## src/decoder_pkg.sv

```systemverilog
package decoder_pkg;

  // ----------------------------------------
  // widths and register port
  // ----------------------------------------
  localparam int WORD_W = 16;
  localparam int DATA_W = 32;
  localparam int ADDR_W = 8;
  localparam int TBL_PTR_W_DEF = 21;
  localparam int BANK_W_DEF = 4;

  localparam logic [7:0] REG_CTRL = 8'h00;
  localparam logic [7:0] REG_BANK = 8'h04;
  localparam logic [7:0] REG_TABLE_POINTER = 8'h08;
  localparam logic [7:0] REG_STATUS = 8'h0c;
  localparam logic [7:0] REG_LAST_WORD = 8'h10;
  localparam int CTRL_EXT_EN_BIT = 0;
  localparam logic CTRL_EXT_EN_RST = 1'b0;

  // ----------------------------------------
  // instruction cycle phases and cycle counts
  // ----------------------------------------
  localparam logic [1:0] PH_DECODE = 2'h0;
  localparam logic [1:0] PH_PRE = 2'h1;
  localparam logic [1:0] PH_ADDR = 2'h2;
  localparam logic [1:0] PH_END = 2'h3;
  localparam logic [1:0] CYCLES_ONE = 2'h1;
  localparam logic [1:0] CYCLES_TWO = 2'h2;
  localparam logic [1:0] CYCLES_THREE = 2'h3;

  // ----------------------------------------
  // opcode map
  // ----------------------------------------
  localparam logic [3:0] NIB_BIT_LO = 4'h8;
  localparam logic [3:0] NIB_BIT_SKIP = 4'hb;
  localparam logic [3:0] NIB_LIT = 4'hc;
  localparam logic [3:0] NIB_LIT_PTR = 4'hd;
  localparam logic [3:0] NIB_CTRL = 4'he;
  localparam logic [3:0] NIB_CONT = 4'hf;
  localparam logic [3:0] SUB_2W_BRANCH = 4'h3;
  localparam logic [3:0] SUB_CALLRET = 4'h4;
  localparam logic [3:0] SUB_TABLE = 4'h5;
  localparam logic [3:0] SUB_CBRANCH = 4'h6;
  localparam logic [3:0] SUB_EXT = 4'h9;
  localparam logic [3:0] SUB_BRANCH_LO = 4'ha;
  localparam logic [1:0] LIT_PTR_LOAD = 2'h0;
  localparam logic [1:0] LIT_NONE = 2'h3;
  localparam logic [1:0] TBL_NONE = 2'h0;
  localparam logic [1:0] TBL_POST_INC = 2'h1;
  localparam logic [1:0] TBL_POST_DEC = 2'h2;
  localparam logic [1:0] TBL_PRE_INC = 2'h3;

  typedef enum logic [1:0] {CLASS_BYTE, CLASS_BIT, CLASS_LITERAL, CLASS_CONTROL} op_class_e;
  typedef enum logic [1:0] {ST_EXEC, ST_SECOND, ST_FLUSH} state_e;

endpackage : decoder_pkg

```

## src/instruction_format_decoder.sv

```systemverilog
// Operation
// - Instructions are one 16-bit word, except four that span two consecutive words.
// - A single word splits into an opcode part and one or more operand fields.
// - Every instruction falls in the byte, bit, literal or control class.
// - Byte instructions carry file address, destination select and access select.
// - Destination zero sends the result to the working register, one to the file register.
// - Bit instructions carry file address, bit number and access select.
// - Literal instructions carry a literal, optionally a pointer select, or nothing.
// - Control instructions carry a program address, call/return mode, table mode, or nothing.
// - Second words have the top four bits set and run alone as a no-operation.
// - Single words take one cycle, two when a test is true or the counter changes.
// - Double-word instructions take two cycles, except a true two-word branch.
// - One instruction cycle is four clock periods.
// - A true two-word branch takes three cycles.
// - An extended group of eight instructions is recognised beside the standard set.
// - Access select clear uses the access region, set uses the bank select register.
// - Call/return mode set saves or restores shadows, clear leaves them alone.
// - Table mode picks no change, post-increment, post-decrement or pre-increment.
`timescale 1ns/1ps
`default_nettype none
module instruction_format_decoder #(
  parameter int TBL_PTR_W = decoder_pkg::TBL_PTR_W_DEF,
  parameter int BANK_W = decoder_pkg::BANK_W_DEF
) (
  // clock and reset
  input wire logic clock,
  input wire logic rst,
  // program memory
  input wire logic [decoder_pkg::WORD_W-1:0] instr_word,
  output logic word_take,
  // execution feedback
  input wire logic cond_true,
  // register port
  input wire logic [decoder_pkg::ADDR_W-1:0] reg_addr,
  input wire logic [decoder_pkg::DATA_W-1:0] reg_wdata,
  input wire logic reg_write,
  input wire logic reg_read,
  output logic [decoder_pkg::DATA_W-1:0] reg_rdata,
  // decoded fields
  output var decoder_pkg::op_class_e op_class,
  output logic [5:0] opcode,
  output logic [7:0] file_addr,
  output logic [BANK_W+7:0] ram_addr,
  output logic use_bank_select,
  output logic result_to_working,
  output logic result_to_file,
  output logic [2:0] bit_num,
  output logic [7:0] literal,
  output logic ptr_load,
  output logic [1:0] ptr_sel,
  output logic [19:0] prog_addr,
  output logic two_word,
  output logic is_nop,
  output logic extended,
  output logic [2:0] ext_index,
  // timing
  output logic [1:0] phase,
  output logic cycle_start,
  output logic instr_done,
  output logic [1:0] instr_cycles,
  // shadow and table pointer
  output logic shadow_save,
  output logic shadow_restore,
  output logic [TBL_PTR_W-1:0] table_addr
);

  // ----------------------------------------
  // parameter checks
  // ----------------------------------------
  if (TBL_PTR_W < 2 || TBL_PTR_W >= decoder_pkg::DATA_W) begin : g_bad_tbl
    $error("table pointer width out of range");
  end
  if (BANK_W < 1 || BANK_W > 8) begin : g_bad_bank
    $error("bank width out of range");
  end

  typedef struct packed {
    decoder_pkg::op_class_e op_class;
    logic [5:0] opcode;
    logic [7:0] file_addr;
    logic [BANK_W+7:0] ram_addr;
    logic mem_ref;
    logic use_bank;
    logic dest_file;
    logic [2:0] bit_num;
    logic [7:0] literal;
    logic ptr_load;
    logic [1:0] ptr_sel;
    logic [19:0] prog_addr;
    logic two_word;
    logic cond;
    logic cond2;
    logic pc_change;
    logic callret;
    logic is_return;
    logic shadow_mode;
    logic table_op;
    logic [1:0] table_mode;
    logic extended;
    logic [2:0] ext_index;
    logic is_nop;
    logic [decoder_pkg::WORD_W-1:0] last_word;
  } dec_s;

  dec_s dec_reg, dec_next;
  decoder_pkg::state_e state_reg, state_next;
  logic [1:0] phase_reg, phase_next;
  logic [1:0] cycles_reg, cycles_next;
  logic [1:0] last_cycles_reg, last_cycles_next;
  logic ext_en_reg, ext_en_next;
  logic [BANK_W-1:0] bank_reg, bank_next;
  logic [TBL_PTR_W-1:0] tbl_ptr_reg, tbl_ptr_next;
  logic [TBL_PTR_W-1:0] table_addr_reg, table_addr_next;
  logic [decoder_pkg::DATA_W-1:0] rdata_reg, rdata_next;
  logic [3:0] nib;
  logic [3:0] sub;

  assign nib = instr_word[15:12];
  assign sub = instr_word[11:8];

  // ----------------------------------------
  // instruction cycle sequencer
  // ----------------------------------------
  always_comb
  begin
    state_next = state_reg;
    phase_next = phase_reg + 2'h1;
    cycles_next = cycles_reg;
    last_cycles_next = last_cycles_reg;
    instr_done = 1'b0;
    if (phase_reg == decoder_pkg::PH_END)
    begin
      cycles_next = cycles_reg + 2'h1;
      case (state_reg)
        decoder_pkg::ST_EXEC:
        begin
          if (dec_reg.two_word)
            state_next = decoder_pkg::ST_SECOND;
          else if (dec_reg.pc_change || (dec_reg.cond && cond_true))
            state_next = decoder_pkg::ST_FLUSH;
          else
            instr_done = 1'b1;
        end
        decoder_pkg::ST_SECOND:
        begin
          if (dec_reg.cond2 && cond_true)
            state_next = decoder_pkg::ST_FLUSH;
          else
          begin
            state_next = decoder_pkg::ST_EXEC;
            instr_done = 1'b1;
          end
        end
        decoder_pkg::ST_FLUSH:
        begin
          state_next = decoder_pkg::ST_EXEC;
          instr_done = 1'b1;
        end
        default:
          state_next = decoder_pkg::ST_EXEC;
      endcase
      if (instr_done)
      begin
        last_cycles_next = cycles_reg + 2'h1;
        cycles_next = 2'h0;
      end
    end
  end

  always_ff @(posedge clock)
  begin
    if (rst)
    begin
      state_reg <= decoder_pkg::ST_EXEC;
      phase_reg <= decoder_pkg::PH_DECODE;
      cycles_reg <= 2'h0;
      last_cycles_reg <= 2'h0;
    end
    else
    begin
      state_reg <= state_next;
      phase_reg <= phase_next;
      cycles_reg <= cycles_next;
      last_cycles_reg <= last_cycles_next;
    end
  end

  assign cycle_start = (phase_reg == decoder_pkg::PH_DECODE);
  assign word_take = cycle_start && (state_reg != decoder_pkg::ST_FLUSH);

  // ----------------------------------------
  // field decode
  // ----------------------------------------
  always_comb
  begin
    dec_next = dec_reg;
    if (cycle_start && state_reg == decoder_pkg::ST_EXEC)
    begin
      dec_next = '0;
      dec_next.last_word = instr_word;
      dec_next.opcode = instr_word[15:10];
      dec_next.file_addr = instr_word[7:0];
      dec_next.use_bank = instr_word[8];
      dec_next.ram_addr = instr_word[8] ? {bank_reg, instr_word[7:0]}
                                        : {{BANK_W{1'b0}}, instr_word[7:0]};
      if (nib == decoder_pkg::NIB_CONT)
      begin
        dec_next.op_class = decoder_pkg::CLASS_CONTROL;
        dec_next.is_nop = 1'b1;
      end
      else if (nib < decoder_pkg::NIB_BIT_LO)
      begin
        dec_next.op_class = decoder_pkg::CLASS_BYTE;
        dec_next.mem_ref = 1'b1;
        dec_next.dest_file = instr_word[9];
      end
      else if (nib < decoder_pkg::NIB_LIT)
      begin
        dec_next.op_class = decoder_pkg::CLASS_BIT;
        dec_next.mem_ref = 1'b1;
        dec_next.bit_num = instr_word[11:9];
        dec_next.cond = (nib == decoder_pkg::NIB_BIT_SKIP);
      end
      else if (nib < decoder_pkg::NIB_CTRL)
      begin
        dec_next.op_class = decoder_pkg::CLASS_LITERAL;
        dec_next.literal = instr_word[7:0];
        if (nib == decoder_pkg::NIB_LIT_PTR && instr_word[11:10] == decoder_pkg::LIT_PTR_LOAD)
        begin
          dec_next.ptr_load = 1'b1;
          dec_next.ptr_sel = instr_word[9:8];
        end
        else if (nib == decoder_pkg::NIB_LIT_PTR && instr_word[11:10] == decoder_pkg::LIT_NONE)
          dec_next.literal = 8'h00;
      end
      else
      begin
        dec_next.op_class = decoder_pkg::CLASS_CONTROL;
        if (sub <= decoder_pkg::SUB_2W_BRANCH)
        begin
          dec_next.two_word = 1'b1;
          dec_next.cond2 = (sub == decoder_pkg::SUB_2W_BRANCH);
          dec_next.prog_addr = {12'h000, instr_word[7:0]};
        end
        else if (sub == decoder_pkg::SUB_CALLRET)
        begin
          dec_next.callret = 1'b1;
          dec_next.pc_change = 1'b1;
          dec_next.is_return = instr_word[1];
          dec_next.shadow_mode = instr_word[0];
        end
        else if (sub == decoder_pkg::SUB_TABLE)
        begin
          dec_next.table_op = 1'b1;
          dec_next.table_mode = instr_word[1:0];
        end
        else if (sub == decoder_pkg::SUB_CBRANCH)
        begin
          dec_next.cond = 1'b1;
          dec_next.prog_addr = {12'h000, instr_word[7:0]};
        end
        else if (sub == decoder_pkg::SUB_EXT)
        begin
          dec_next.extended = ext_en_reg;
          dec_next.is_nop = !ext_en_reg;
          dec_next.ext_index = ext_en_reg ? instr_word[6:4] : 3'h0;
        end
        else if (sub >= decoder_pkg::SUB_BRANCH_LO)
        begin
          dec_next.pc_change = 1'b1;
          dec_next.prog_addr = {9'h000, instr_word[10:0]};
        end
      end
    end
    else if (cycle_start && state_reg == decoder_pkg::ST_SECOND)
    begin
      dec_next.prog_addr = {instr_word[11:0], dec_reg.prog_addr[7:0]};
    end
  end

  always_ff @(posedge clock)
  begin
    if (rst)
      dec_reg <= '0;
    else
      dec_reg <= dec_next;
  end

  assign op_class = dec_reg.op_class;
  assign opcode = dec_reg.opcode;
  assign file_addr = dec_reg.file_addr;
  assign ram_addr = dec_reg.ram_addr;
  assign use_bank_select = dec_reg.mem_ref && dec_reg.use_bank;
  assign result_to_working = (dec_reg.op_class == decoder_pkg::CLASS_BYTE) && !dec_reg.dest_file;
  assign result_to_file = (dec_reg.op_class == decoder_pkg::CLASS_BYTE) && dec_reg.dest_file;
  assign bit_num = dec_reg.bit_num;
  assign literal = dec_reg.literal;
  assign ptr_load = dec_reg.ptr_load;
  assign ptr_sel = dec_reg.ptr_sel;
  assign prog_addr = dec_reg.prog_addr;
  assign two_word = dec_reg.two_word;
  assign is_nop = dec_reg.is_nop;
  assign extended = dec_reg.extended;
  assign ext_index = dec_reg.ext_index;
  assign phase = phase_reg;
  assign instr_cycles = last_cycles_reg;

  assign shadow_save = (phase_reg == decoder_pkg::PH_END) && (state_reg == decoder_pkg::ST_EXEC)
                       && dec_reg.callret && dec_reg.shadow_mode && !dec_reg.is_return;
  assign shadow_restore = (phase_reg == decoder_pkg::PH_END) && (state_reg == decoder_pkg::ST_EXEC)
                          && dec_reg.callret && dec_reg.shadow_mode && dec_reg.is_return;

  // ----------------------------------------
  // table pointer and registers
  // ----------------------------------------
  always_comb
  begin
    tbl_ptr_next = tbl_ptr_reg;
    table_addr_next = table_addr_reg;
    ext_en_next = ext_en_reg;
    bank_next = bank_reg;
    rdata_next = '0;
    if (state_reg == decoder_pkg::ST_EXEC && dec_reg.table_op)
    begin
      if (phase_reg == decoder_pkg::PH_PRE && dec_reg.table_mode == decoder_pkg::TBL_PRE_INC)
        tbl_ptr_next = tbl_ptr_reg + 1'b1;
      if (phase_reg == decoder_pkg::PH_ADDR)
        table_addr_next = tbl_ptr_reg;
      if (phase_reg == decoder_pkg::PH_END && dec_reg.table_mode == decoder_pkg::TBL_POST_INC)
        tbl_ptr_next = tbl_ptr_reg + 1'b1;
      if (phase_reg == decoder_pkg::PH_END && dec_reg.table_mode == decoder_pkg::TBL_POST_DEC)
        tbl_ptr_next = tbl_ptr_reg - 1'b1;
    end
    if (reg_write)
    begin
      case (reg_addr)
        decoder_pkg::REG_CTRL: ext_en_next = reg_wdata[decoder_pkg::CTRL_EXT_EN_BIT];
        decoder_pkg::REG_BANK: bank_next = reg_wdata[BANK_W-1:0];
        decoder_pkg::REG_TABLE_POINTER: tbl_ptr_next = reg_wdata[TBL_PTR_W-1:0];
        default: ext_en_next = ext_en_reg;
      endcase
    end
    if (reg_read)
    begin
      case (reg_addr)
        decoder_pkg::REG_CTRL: rdata_next = {{(decoder_pkg::DATA_W-1){1'b0}}, ext_en_reg};
        decoder_pkg::REG_BANK: rdata_next = {{(decoder_pkg::DATA_W-BANK_W){1'b0}}, bank_reg};
        decoder_pkg::REG_TABLE_POINTER:
          rdata_next = {{(decoder_pkg::DATA_W-TBL_PTR_W){1'b0}}, tbl_ptr_reg};
        decoder_pkg::REG_STATUS:
          rdata_next = {{(decoder_pkg::DATA_W-8){1'b0}}, last_cycles_reg, state_reg,
                        phase_reg, dec_reg.op_class};
        decoder_pkg::REG_LAST_WORD:
          rdata_next = {{(decoder_pkg::DATA_W-decoder_pkg::WORD_W){1'b0}}, dec_reg.last_word};
        default: rdata_next = '0;
      endcase
    end
  end

  always_ff @(posedge clock)
  begin
    if (rst)
    begin
      tbl_ptr_reg <= '0;
      table_addr_reg <= '0;
      ext_en_reg <= decoder_pkg::CTRL_EXT_EN_RST;
      bank_reg <= '0;
      rdata_reg <= '0;
    end
    else
    begin
      tbl_ptr_reg <= tbl_ptr_next;
      table_addr_reg <= table_addr_next;
      ext_en_reg <= ext_en_next;
      bank_reg <= bank_next;
      rdata_reg <= rdata_next;
    end
  end

  assign table_addr = table_addr_reg;
  assign reg_rdata = rdata_reg;
endmodule : instruction_format_decoder
`default_nettype wire

```

## config.mk

```make
export PLATFORM = sky130hd
export DESIGN_NAME = instruction_format_decoder
export DESIGN_NICKNAME = d
export VERILOG_FILES = /design/src/decoder_pkg.sv /design/src/instruction_format_decoder.sv
export SDC_FILE = /design/constraint.sdc
export NUM_CORES = 1
export LEC_CHECK = 0
export BUFFER_PORTS_ARGS = -buffer_cell sky130_fd_sc_hd__buf_2
export CAP_MARGIN = 25
export CORE_MARGIN = 2
export CORE_UTILIZATION = 45
export CTS_CLUSTER_DIAMETER = 150
export DETAILED_ROUTE_END_ITERATION = 12
export PLACE_DENSITY = 0.79
export REMOVE_ABC_BUFFERS = 1
export SYNTH_ARGS = -nofsm -noshare
export SYNTH_HDL_FRONTEND = slang
export SYNTH_SLANG_ARGS = --single-unit
```

## constraint.sdc

```tcl
create_clock -name clock -period 2.7 [get_ports clock]
set_input_delay 0.54 -clock clock [delete_from_list [all_inputs] [get_ports clock]]
set_output_delay 0.54 -clock clock [all_outputs]
set_load 0.005 [all_outputs]
```

Word-level counts from Yosys, hierarchy flattened --
Index checks and enable logic that the tools add are counted.
Word-level totals: register bits after elaboration 183, input port bits 61, output and inout port bits 133, logic and storage cells 169
Operators by class: bitwise gates (word level) 1, mux-type cells 66, eq/ne operators 23, magnitude comparators 5, add/subtract/negate cells 4, reduce and logical (&&, ||, !) cells 35
Operator list (count):
- 20-bit 2-to-1 mux | 7
- 21-bit 2-to-1 mux | 6
- 21-bit one-hot mux with 5 select lines | 1
- 49-bit 2-to-1 mux | 2
- 35-bit 2-to-1 mux | 1
- 32-bit 2-to-1 mux | 1
- 12-bit 2-to-1 mux | 2
- 8-bit 2-to-1 mux | 3
- 1-bit 2-to-1 mux | 23
- 11-bit 2-to-1 mux | 2
- 21-bit by 1-bit adder with 21-bit output (second input constant) | 1
- 21-bit by 1-bit subtractor with 21-bit output (second input constant) | 1
- 1-bit logical AND | 19
- 4-bit == test (second input constant) | 4
- 8-bit by 4-bit == test with 1-bit output (second input constant) | 2
- 3-bit 2-to-1 mux | 5
- 5-bit 2-to-1 mux | 3
- 2-bit 2-to-1 mux | 7
- 13-bit 2-to-1 mux | 1
- 2-bit == test (second input constant) | 6
- 4-bit by 3-bit == test with 1-bit output (second input constant) | 3
- 4-bit < comparator (second input constant) | 3
- 2-bit AND reduction | 5
- 8-bit by 3-bit == test with 1-bit output (second input constant) | 1
- 17 further kinds | 25

Logic depth before layout (Yosys ltp) --
Gate-level depths: netlist (run 1).
depth after elaboration 12, mapped depth 9

Worst setup path before layout (run 1) --
Ideal clock, no wire load.
kind input to register, start input port reg_addr[1] (netlist bit), end register rdata_reg, in the netlist reg_rdata[13], required time 2635 ps, cell stages on the path 7, library setup time 65 ps, data arrival time 2124 ps, path slack 511 ps, buffers on the path 2, cell sequence or4_1 -> clkbuf_1 -> nor4b_2 -> nor2b_1 -> clkbuf_1 -> a22oi_1 -> nor2_1
Between the ends: cells in the longest elaborated chain, start to end 2
Ends and longest elaborated chain:
- start, declared | line instruction_format_decoder.sv:34 | input wire logic [decoder_pkg::ADDR_W-1:0] reg_addr,
- 8-bit by 5-bit == test with 1-bit output, or another cell as far along | line instruction_format_decoder.sv:345 | case (reg_addr)
- 21-bit one-hot mux with 5 select lines (*) | line instruction_format_decoder.sv:345
- end signal, assigned | line instruction_format_decoder.sv:376 | rdata_reg <= rdata_next;
- end, declared | line instruction_format_decoder.sv:114 | logic [decoder_pkg::DATA_W-1:0] rdata_reg, rdata_next;
Mark *: on every way between the ends. The rest lies on a longest branch, timed or not. A chain may end at the register's enable or synchronous reset.

Worst setup path after layout (run 1) --
start register state_reg[1], end output port instr_done
Between the ends: cells in the longest elaborated chain, start to end 4
Ends and longest elaborated chain:
- start, declared | line instruction_format_decoder.sv:106 | decoder_pkg::state_e state_reg, state_next;
- start signal, assigned | line instruction_format_decoder.sv:174 | state_reg <= decoder_pkg::ST_EXEC;
- start signal, assigned | line instruction_format_decoder.sv:181 | state_reg <= state_next;
- 2-bit == test, or another cell as far along | line instruction_format_decoder.sv:134 | case (state_reg)
- 1-bit one-hot mux with 3 select lines (*) | line instruction_format_decoder.sv:134
- 1-bit 2-to-1 mux (*) (2 in a row) | line instruction_format_decoder.sv:131 | if (phase_reg == decoder_pkg::PH_END)
- end, declared | line instruction_format_decoder.sv:59 | output logic instr_done,
Mark *: on every way between the ends. The rest lies on a longest branch, timed or not. The select of a mux whose other input is x is not followed.

==> impl_metrics.ini, run 1 <==
[timing]
clock_skew_ns = 0.00883
fmax_ghz = 0.396
period_needed_ns = 2.53
finalHoldViolCount = 0
whs_ns = 0.401
post-route-period-util = 0.936
rsz0062_at_grt = false
setup_viol = 0
slew_violations = 0
worstMarginPinSlew_ns = 0.835
max-slew-margin-rel = 0.441
layout_setup_ws_ns = 0.173

[clock_tree]
cts.sinks = 149
cts_tree = done
cts_setup_buffers = 0
cts-root-buf = clkbuf_16
clk_pin_slew_worst_paths_ns = 0.06
clock_path_buffers = 2
cts_max_level = 4
cts_made_buffers = 17
clk_latency_ns = 0.42
cts-hold-fix-buffers = 0
post_cts_resize_count = 0

[grt]
antenna_found_initial = 0
busiest_layer = met2
grt_usage = 0.236
grt_pass1_wl_mm = 32.7
grt_pass1_vias = 6131
grt_max_degree = 129
gr-total-overflow = 0
grt_use_met3 = 0.0664
met1_usage = 0.306
use_met2 = 0.385

[logic_synthesis]
yosys_warnings = 0
synthTopCellsByCount = dfxtp_1 (149), nand2_1 (119), nor2_1 (93)
synth_ff_type = dfxtp_1
ys_async_sr_fraction = 0
synth_top_area_frac = 0.409
yosysMostFrequentCell = dfxtp_1
syn_area_um2 = 7290
postSynthCellCount = 872
postSynthAreaPerCell_um2 = 8.36
synth_area_leaders = dfxtp_1 (41%), buf_4 (8.0%), nand2_1 (6.1%)
yosysUniqueCellTypes = 82
synth_top_area_cell = dfxtp_1
seq_area_frac_synth = 0.409
synth-edff-count = 0
synth_seq_cells = 149

[floorplanning]
io_pins = 194
die_y_um = 131
fp.dieArea_um2 = 17200
die_w_um = 131
coreArea_um2 = 15800
row_count = 46
initial_core_util = 0.460

[pwr]
pwr-share-seq = 0.452
ir_drop_uv = 521
leakagePower_uw = 0.00339
p_sw_frac = 0.242
comb_power_share = 0.074
pwr-share-clk = 0.474
p_sw_uw = 1220
p_int_uw = 3830
p_per_area_nw_per_um2 = 606

[critical_path]
crit_required_ns = 2.16
cp_max_fo = 10
startpoint_type = register
worstPathArrival_ns = 1.99
endpoint_kind = output port
crit_type = register to output port

[layout]
fillerInstances = 1476
layout.nets = 1023
layout-drive-gt1-share = 0.261
syn2layout_area_growth_pct = 14.4
utilization = 0.527
seqCellArea_um2 = 2980
final_design_area_no_fill_um2 = 8340
multi_input_area_um2 = 3370
antennaDiodeCount = 0
fin_cells = 1185

[detailed_routing]
routed_wl_mm = 20.5
vias_per_cell = 5.58
drt_iter0_drc = 593
vias = 6617
ant_nets = 0
drc = 0
wl_per_cell_um = 17.3
dr.pass1.iters = 8

[placed_design]
dp_hpwl_mm = 14.5
place_area_um2 = 7740
pre_cts_ws_ns = 0.243
portBuffers = 171
placedCellCount = 1153
gp_congestion = 0.914

[run]
drv_cap = 0

[hold_path]
hp-class = input pin to register

[run_status]
status = finished clean
-- power groups by stage --
stage	registers [uW]	logic (uW)	clock network, uW
after CTS	2280	372	2400
final	2280	374	2390
after global routing	2290	409	2510
after global placement	2330	365	0
after floorplan	2320	147	0
after detailed placement	2330	369	0
-- path summary, 6_finish.rpt --
| kind | start | end | slack [ns] | cells past startpoint |
|---|---|---|---|---|
| setup / recovery | state_reg[1] | instr_done | 0.17 | 4 |
| setup reg to reg | tbl_ptr_reg[1] | tbl_ptr_reg[16] | 0.24 | 6 |
| hold reg to reg | table_addr[16] | table_addr[16] | 0.45 | 2 |
| hold / removal | reg_wdata[1] | tbl_ptr_reg[1] | 0.40 | 3 |
-- metal layers --
metal	wire length (um)	share of wire
met1	8690	0.42
met4	349	0.017
met2	9750	0.47
met3	1750	0.085
met5	0	0
-- area by class of cell --
class | instances | area share
clock inverter | 11 | 0.0180
sequential | 149 | 0.358
multi-input combinational | 578 | 0.405
clock buffer | 21 | 0.0528
inverter | 12 | 0.00540
tap | 216 | 0.0324
timing repair buffer | 198 | 0.129
-- through the flow --
stage          TNS [ns]  power (uW)
2_1_floorplan    -36.38        2470
3_3_place_gp          0        2690
3_5_place_dp          0        2700
4_1_cts               0        5050
5_1_grt               0        5210
6_report              0        5050
-- cell usage in the layout, fill, tap and decap left out, drive strengths merged, types with 3 or more instances in the layout --
| cell type | netlist | layout |
|---|---|---|
| nor4 | 10 | 10 |
| nand3 | 23 | 23 |
| and3 | 10 | 10 |
| buf | 94 | 198 |
| a22oi | 44 | 44 |
| a311oi | 7 | 7 |
| xnor2 | 15 | 15 |
| nand2 | 119 | 119 |
| conb | 1 | 11 |
| nand3b | 6 | 6 |
| clkbuf | 49 | 21 |
| clkinv | 0 | 4 |
| nor2 | 93 | 93 |
| nand2b | 8 | 8 |
| dfxtp | 149 | 149 |
| nand4 | 14 | 14 |
| nor2b | 8 | 8 |
| a222oi | 7 | 7 |
| a21oi | 82 | 82 |
| bufinv | 0 | 3 |
| or4 | 8 | 8 |
| or3 | 7 | 7 |
| nor3b | 3 | 3 |
| o21ai | 9 | 9 |
| a2111oi | 5 | 5 |
| mux2i | 4 | 4 |
| a211oi | 19 | 19 |
| nor3 | 14 | 14 |
| inv | 12 | 14 |
| and2 | 5 | 5 |
| and4 | 4 | 4 |
| ha | 6 | 6 |
-- critical path, cell delays in order (launching register included) --
cell and delay (ns):
dfxtp_1 0.42, or4_1 0.49, a21oi_1 0.18, o31a_1 0.30, buf_2 0.17
-- cells by family (layout without fill, tap and decap cells) --
kind of cell,Yosys count,after routing,share of synthesized area
and+or+nand+nor,343,343,0.233
AOI/OAI and AO/OA,196,196,0.186
buffers and inverters,155,242,0.134
DFF,149,149,0.409
xor gates and xnor gates,17,17,0.0204
adders and majority gates,6,6,0.0103
muxes,5,5,0.00704
other,1,11,0.000515
Note: power is estimated with default switching activity, not from simulation.
==> run 2: changes to the inputs <==
--- a/config.mk
+++ b/config.mk
@@ -7,6 +7,7 @@
 export LEC_CHECK = 0
 export BUFFER_PORTS_ARGS = -buffer_cell sky130_fd_sc_hd__buf_2
 export CAP_MARGIN = 25
+export CORE_ASPECT_RATIO = 0.6
 export CORE_MARGIN = 2
 export CORE_UTILIZATION = 45
 export CTS_CLUSTER_DIAMETER = 150
==> run 2 against run 1 <==
Compared with the run above: maximum frequency is 0.90% higher; non-clock buffer count is 1 lower; sequential power hardly changed; largest cell class unchanged.
==> impl_metrics.ini, run 2 (synthesis gave the netlist of run 1 again) <==
[floorplanning]
io_pins = 194
die_y_um = 103
die_w_um = 168
fp.dieArea_um2 = 17300
coreArea_um2 = 15600
initial_core_util = 0.467
row_count = 35

[timing]
layout_setup_ws_ns = 0.196
worstMarginPinSlew_ns = 0.821
finalHoldViolCount = 0
fmax_ghz = 0.399
setup_viol = 0
timing.setup.tns_ns = 0
rsz0062_at_grt = false
max-slew-margin-rel = 0.451
slew_violations = 0
post-route-period-util = 0.927
period_needed_ns = 2.50
clock_skew_ns = 0.0107

[placed_design]
dp_hpwl_mm = 15.2
pre_cts_ws_ns = 0.240
gp_congestion = 0.905
portBuffers = 171

[layout]
syn2layout_area_growth_pct = 15.2
layout_common_cells = buf_2 (170), dfxtp_1 (149), nand2_1 (118), nor2_1 (93), a21oi_1 (82)
layout-drive-gt1-share = 0.263
antennaDiodeCount = 0
fillerInstances = 1496
layout.nets = 1022
final_common_cell = buf_2

[clock_tree]
cts_made_buffers = 17
clk_pin_slew_worst_paths_ns = 0.06
cts.sinks = 149
clk_latency_ns = 0.42
cts_setup_buffers = 0
cts_max_level = 4
cts-hold-fix-buffers = 0
post_cts_resize_count = 0
clock_path_buffers = 2
cts-root-buf = clkbuf_16
cts_tree = done

[critical_path]
cpPeakStageDelay_ns = 0.52
startpoint_type = register
crit_required_ns = 2.16
worstPathArrival_ns = 1.96
cp_max_fo = 7
crit_type = register to output port
critPathLaunch = phase[1]
crit_chain = ha_1, buf_4, nand4_1, nor2_1, buf_2
rr_startpoint = phase[1]
endpoint_kind = output port
critPathSlowestCell = dfxtp_1

[grt]
grt_pass1_wl_mm = 32.9
antenna_found_initial = 0
grt_usage = 0.245
grt_pass1_vias = 5931
gr-total-overflow = 0
grt_max_degree = 129

[pwr]
p_per_area_nw_per_um2 = 622
leakagePower_uw = 0.00341
ir_drop_uv = 338

[hold_path]
hp-class = input pin to register
worst_hold_startpoint = reg_wdata[1]

[detailed_routing]
vias = 6635
routed_wl_mm = 21.1
ant_nets = 0
drt_iter0_drc = 535
wl_per_cell_um = 18.0
dr.pass1.iters = 7
drc = 0
vias_per_cell = 5.67

[run_status]
status = finished clean

[run]
drv_cap = 0
-- run 2: layout make-up --
cell class                 count  area, um2  share of cell area
tap                          203        254              0.0303
clock buffer                  19        443              0.0528
timing repair buffer         197       1100               0.131
multi-input combinational    578       3370               0.402
inverter                      12       45.0             0.00537
clock inverter                13        194              0.0231
sequential                   149       2980               0.355
-- run 2: where the power goes --
| group | switching [uW] | leakage [uW] | internal (uW) |
|---|---|---|---|
| Combinational | 250 | 0.00190 | 139 |
| Clock | 965 | 0.000297 | 1590 |
| Sequential | 45.9 | 0.00121 | 2240 |
-- run 2: worst max-delay path: cells and delay by family (launching register included) --
kind	cells	cell delay, ns
fa+ha+maj	1	0.37
flops	1	0.52
buf+inv	2	0.35
simple gates	2	0.30
-- run 2: metal layers --
metal	routed length, um	global-route usage
met2	8460	0.344
met5	0	0
met4	205	0.0610
met1	10300	0.370
met3	2110	0.0653
-- run 2: worst paths after layout --
kind                                         to  slack, ns  depth (start not counted)
worst max-delay path             shadow_restore       0.20                          5
worst min-delay path             tbl_ptr_reg[1]       0.39                          3
worst max register to register  tbl_ptr_reg[20]       0.21                          6
worst min register to register   table_addr[16]       0.45                          2
-- run 2: through the flow --
| stage | cell area, um2 | total power (uW) | cells | util | hold WS, ns |
|---|---|---|---|---|---|
| 2_1_floorplan | 6390 | 2470 | 739 | - | 0.426 |
| 3_3_place_gp | 7760 | 2710 | 1139 | 0.498 | 0.439 |
| 3_5_place_dp | 7760 | 2720 | 1139 | 0.498 | 0.444 |
| 4_1_cts | 8400 | 5260 | 1171 | 0.539 | 0.377 |
| 5_1_grt | 8400 | 5410 | 1171 | 0.539 | 0.381 |
| 6_report | 8400 | 5220 | 1171 | 0.539 | 0.391 |
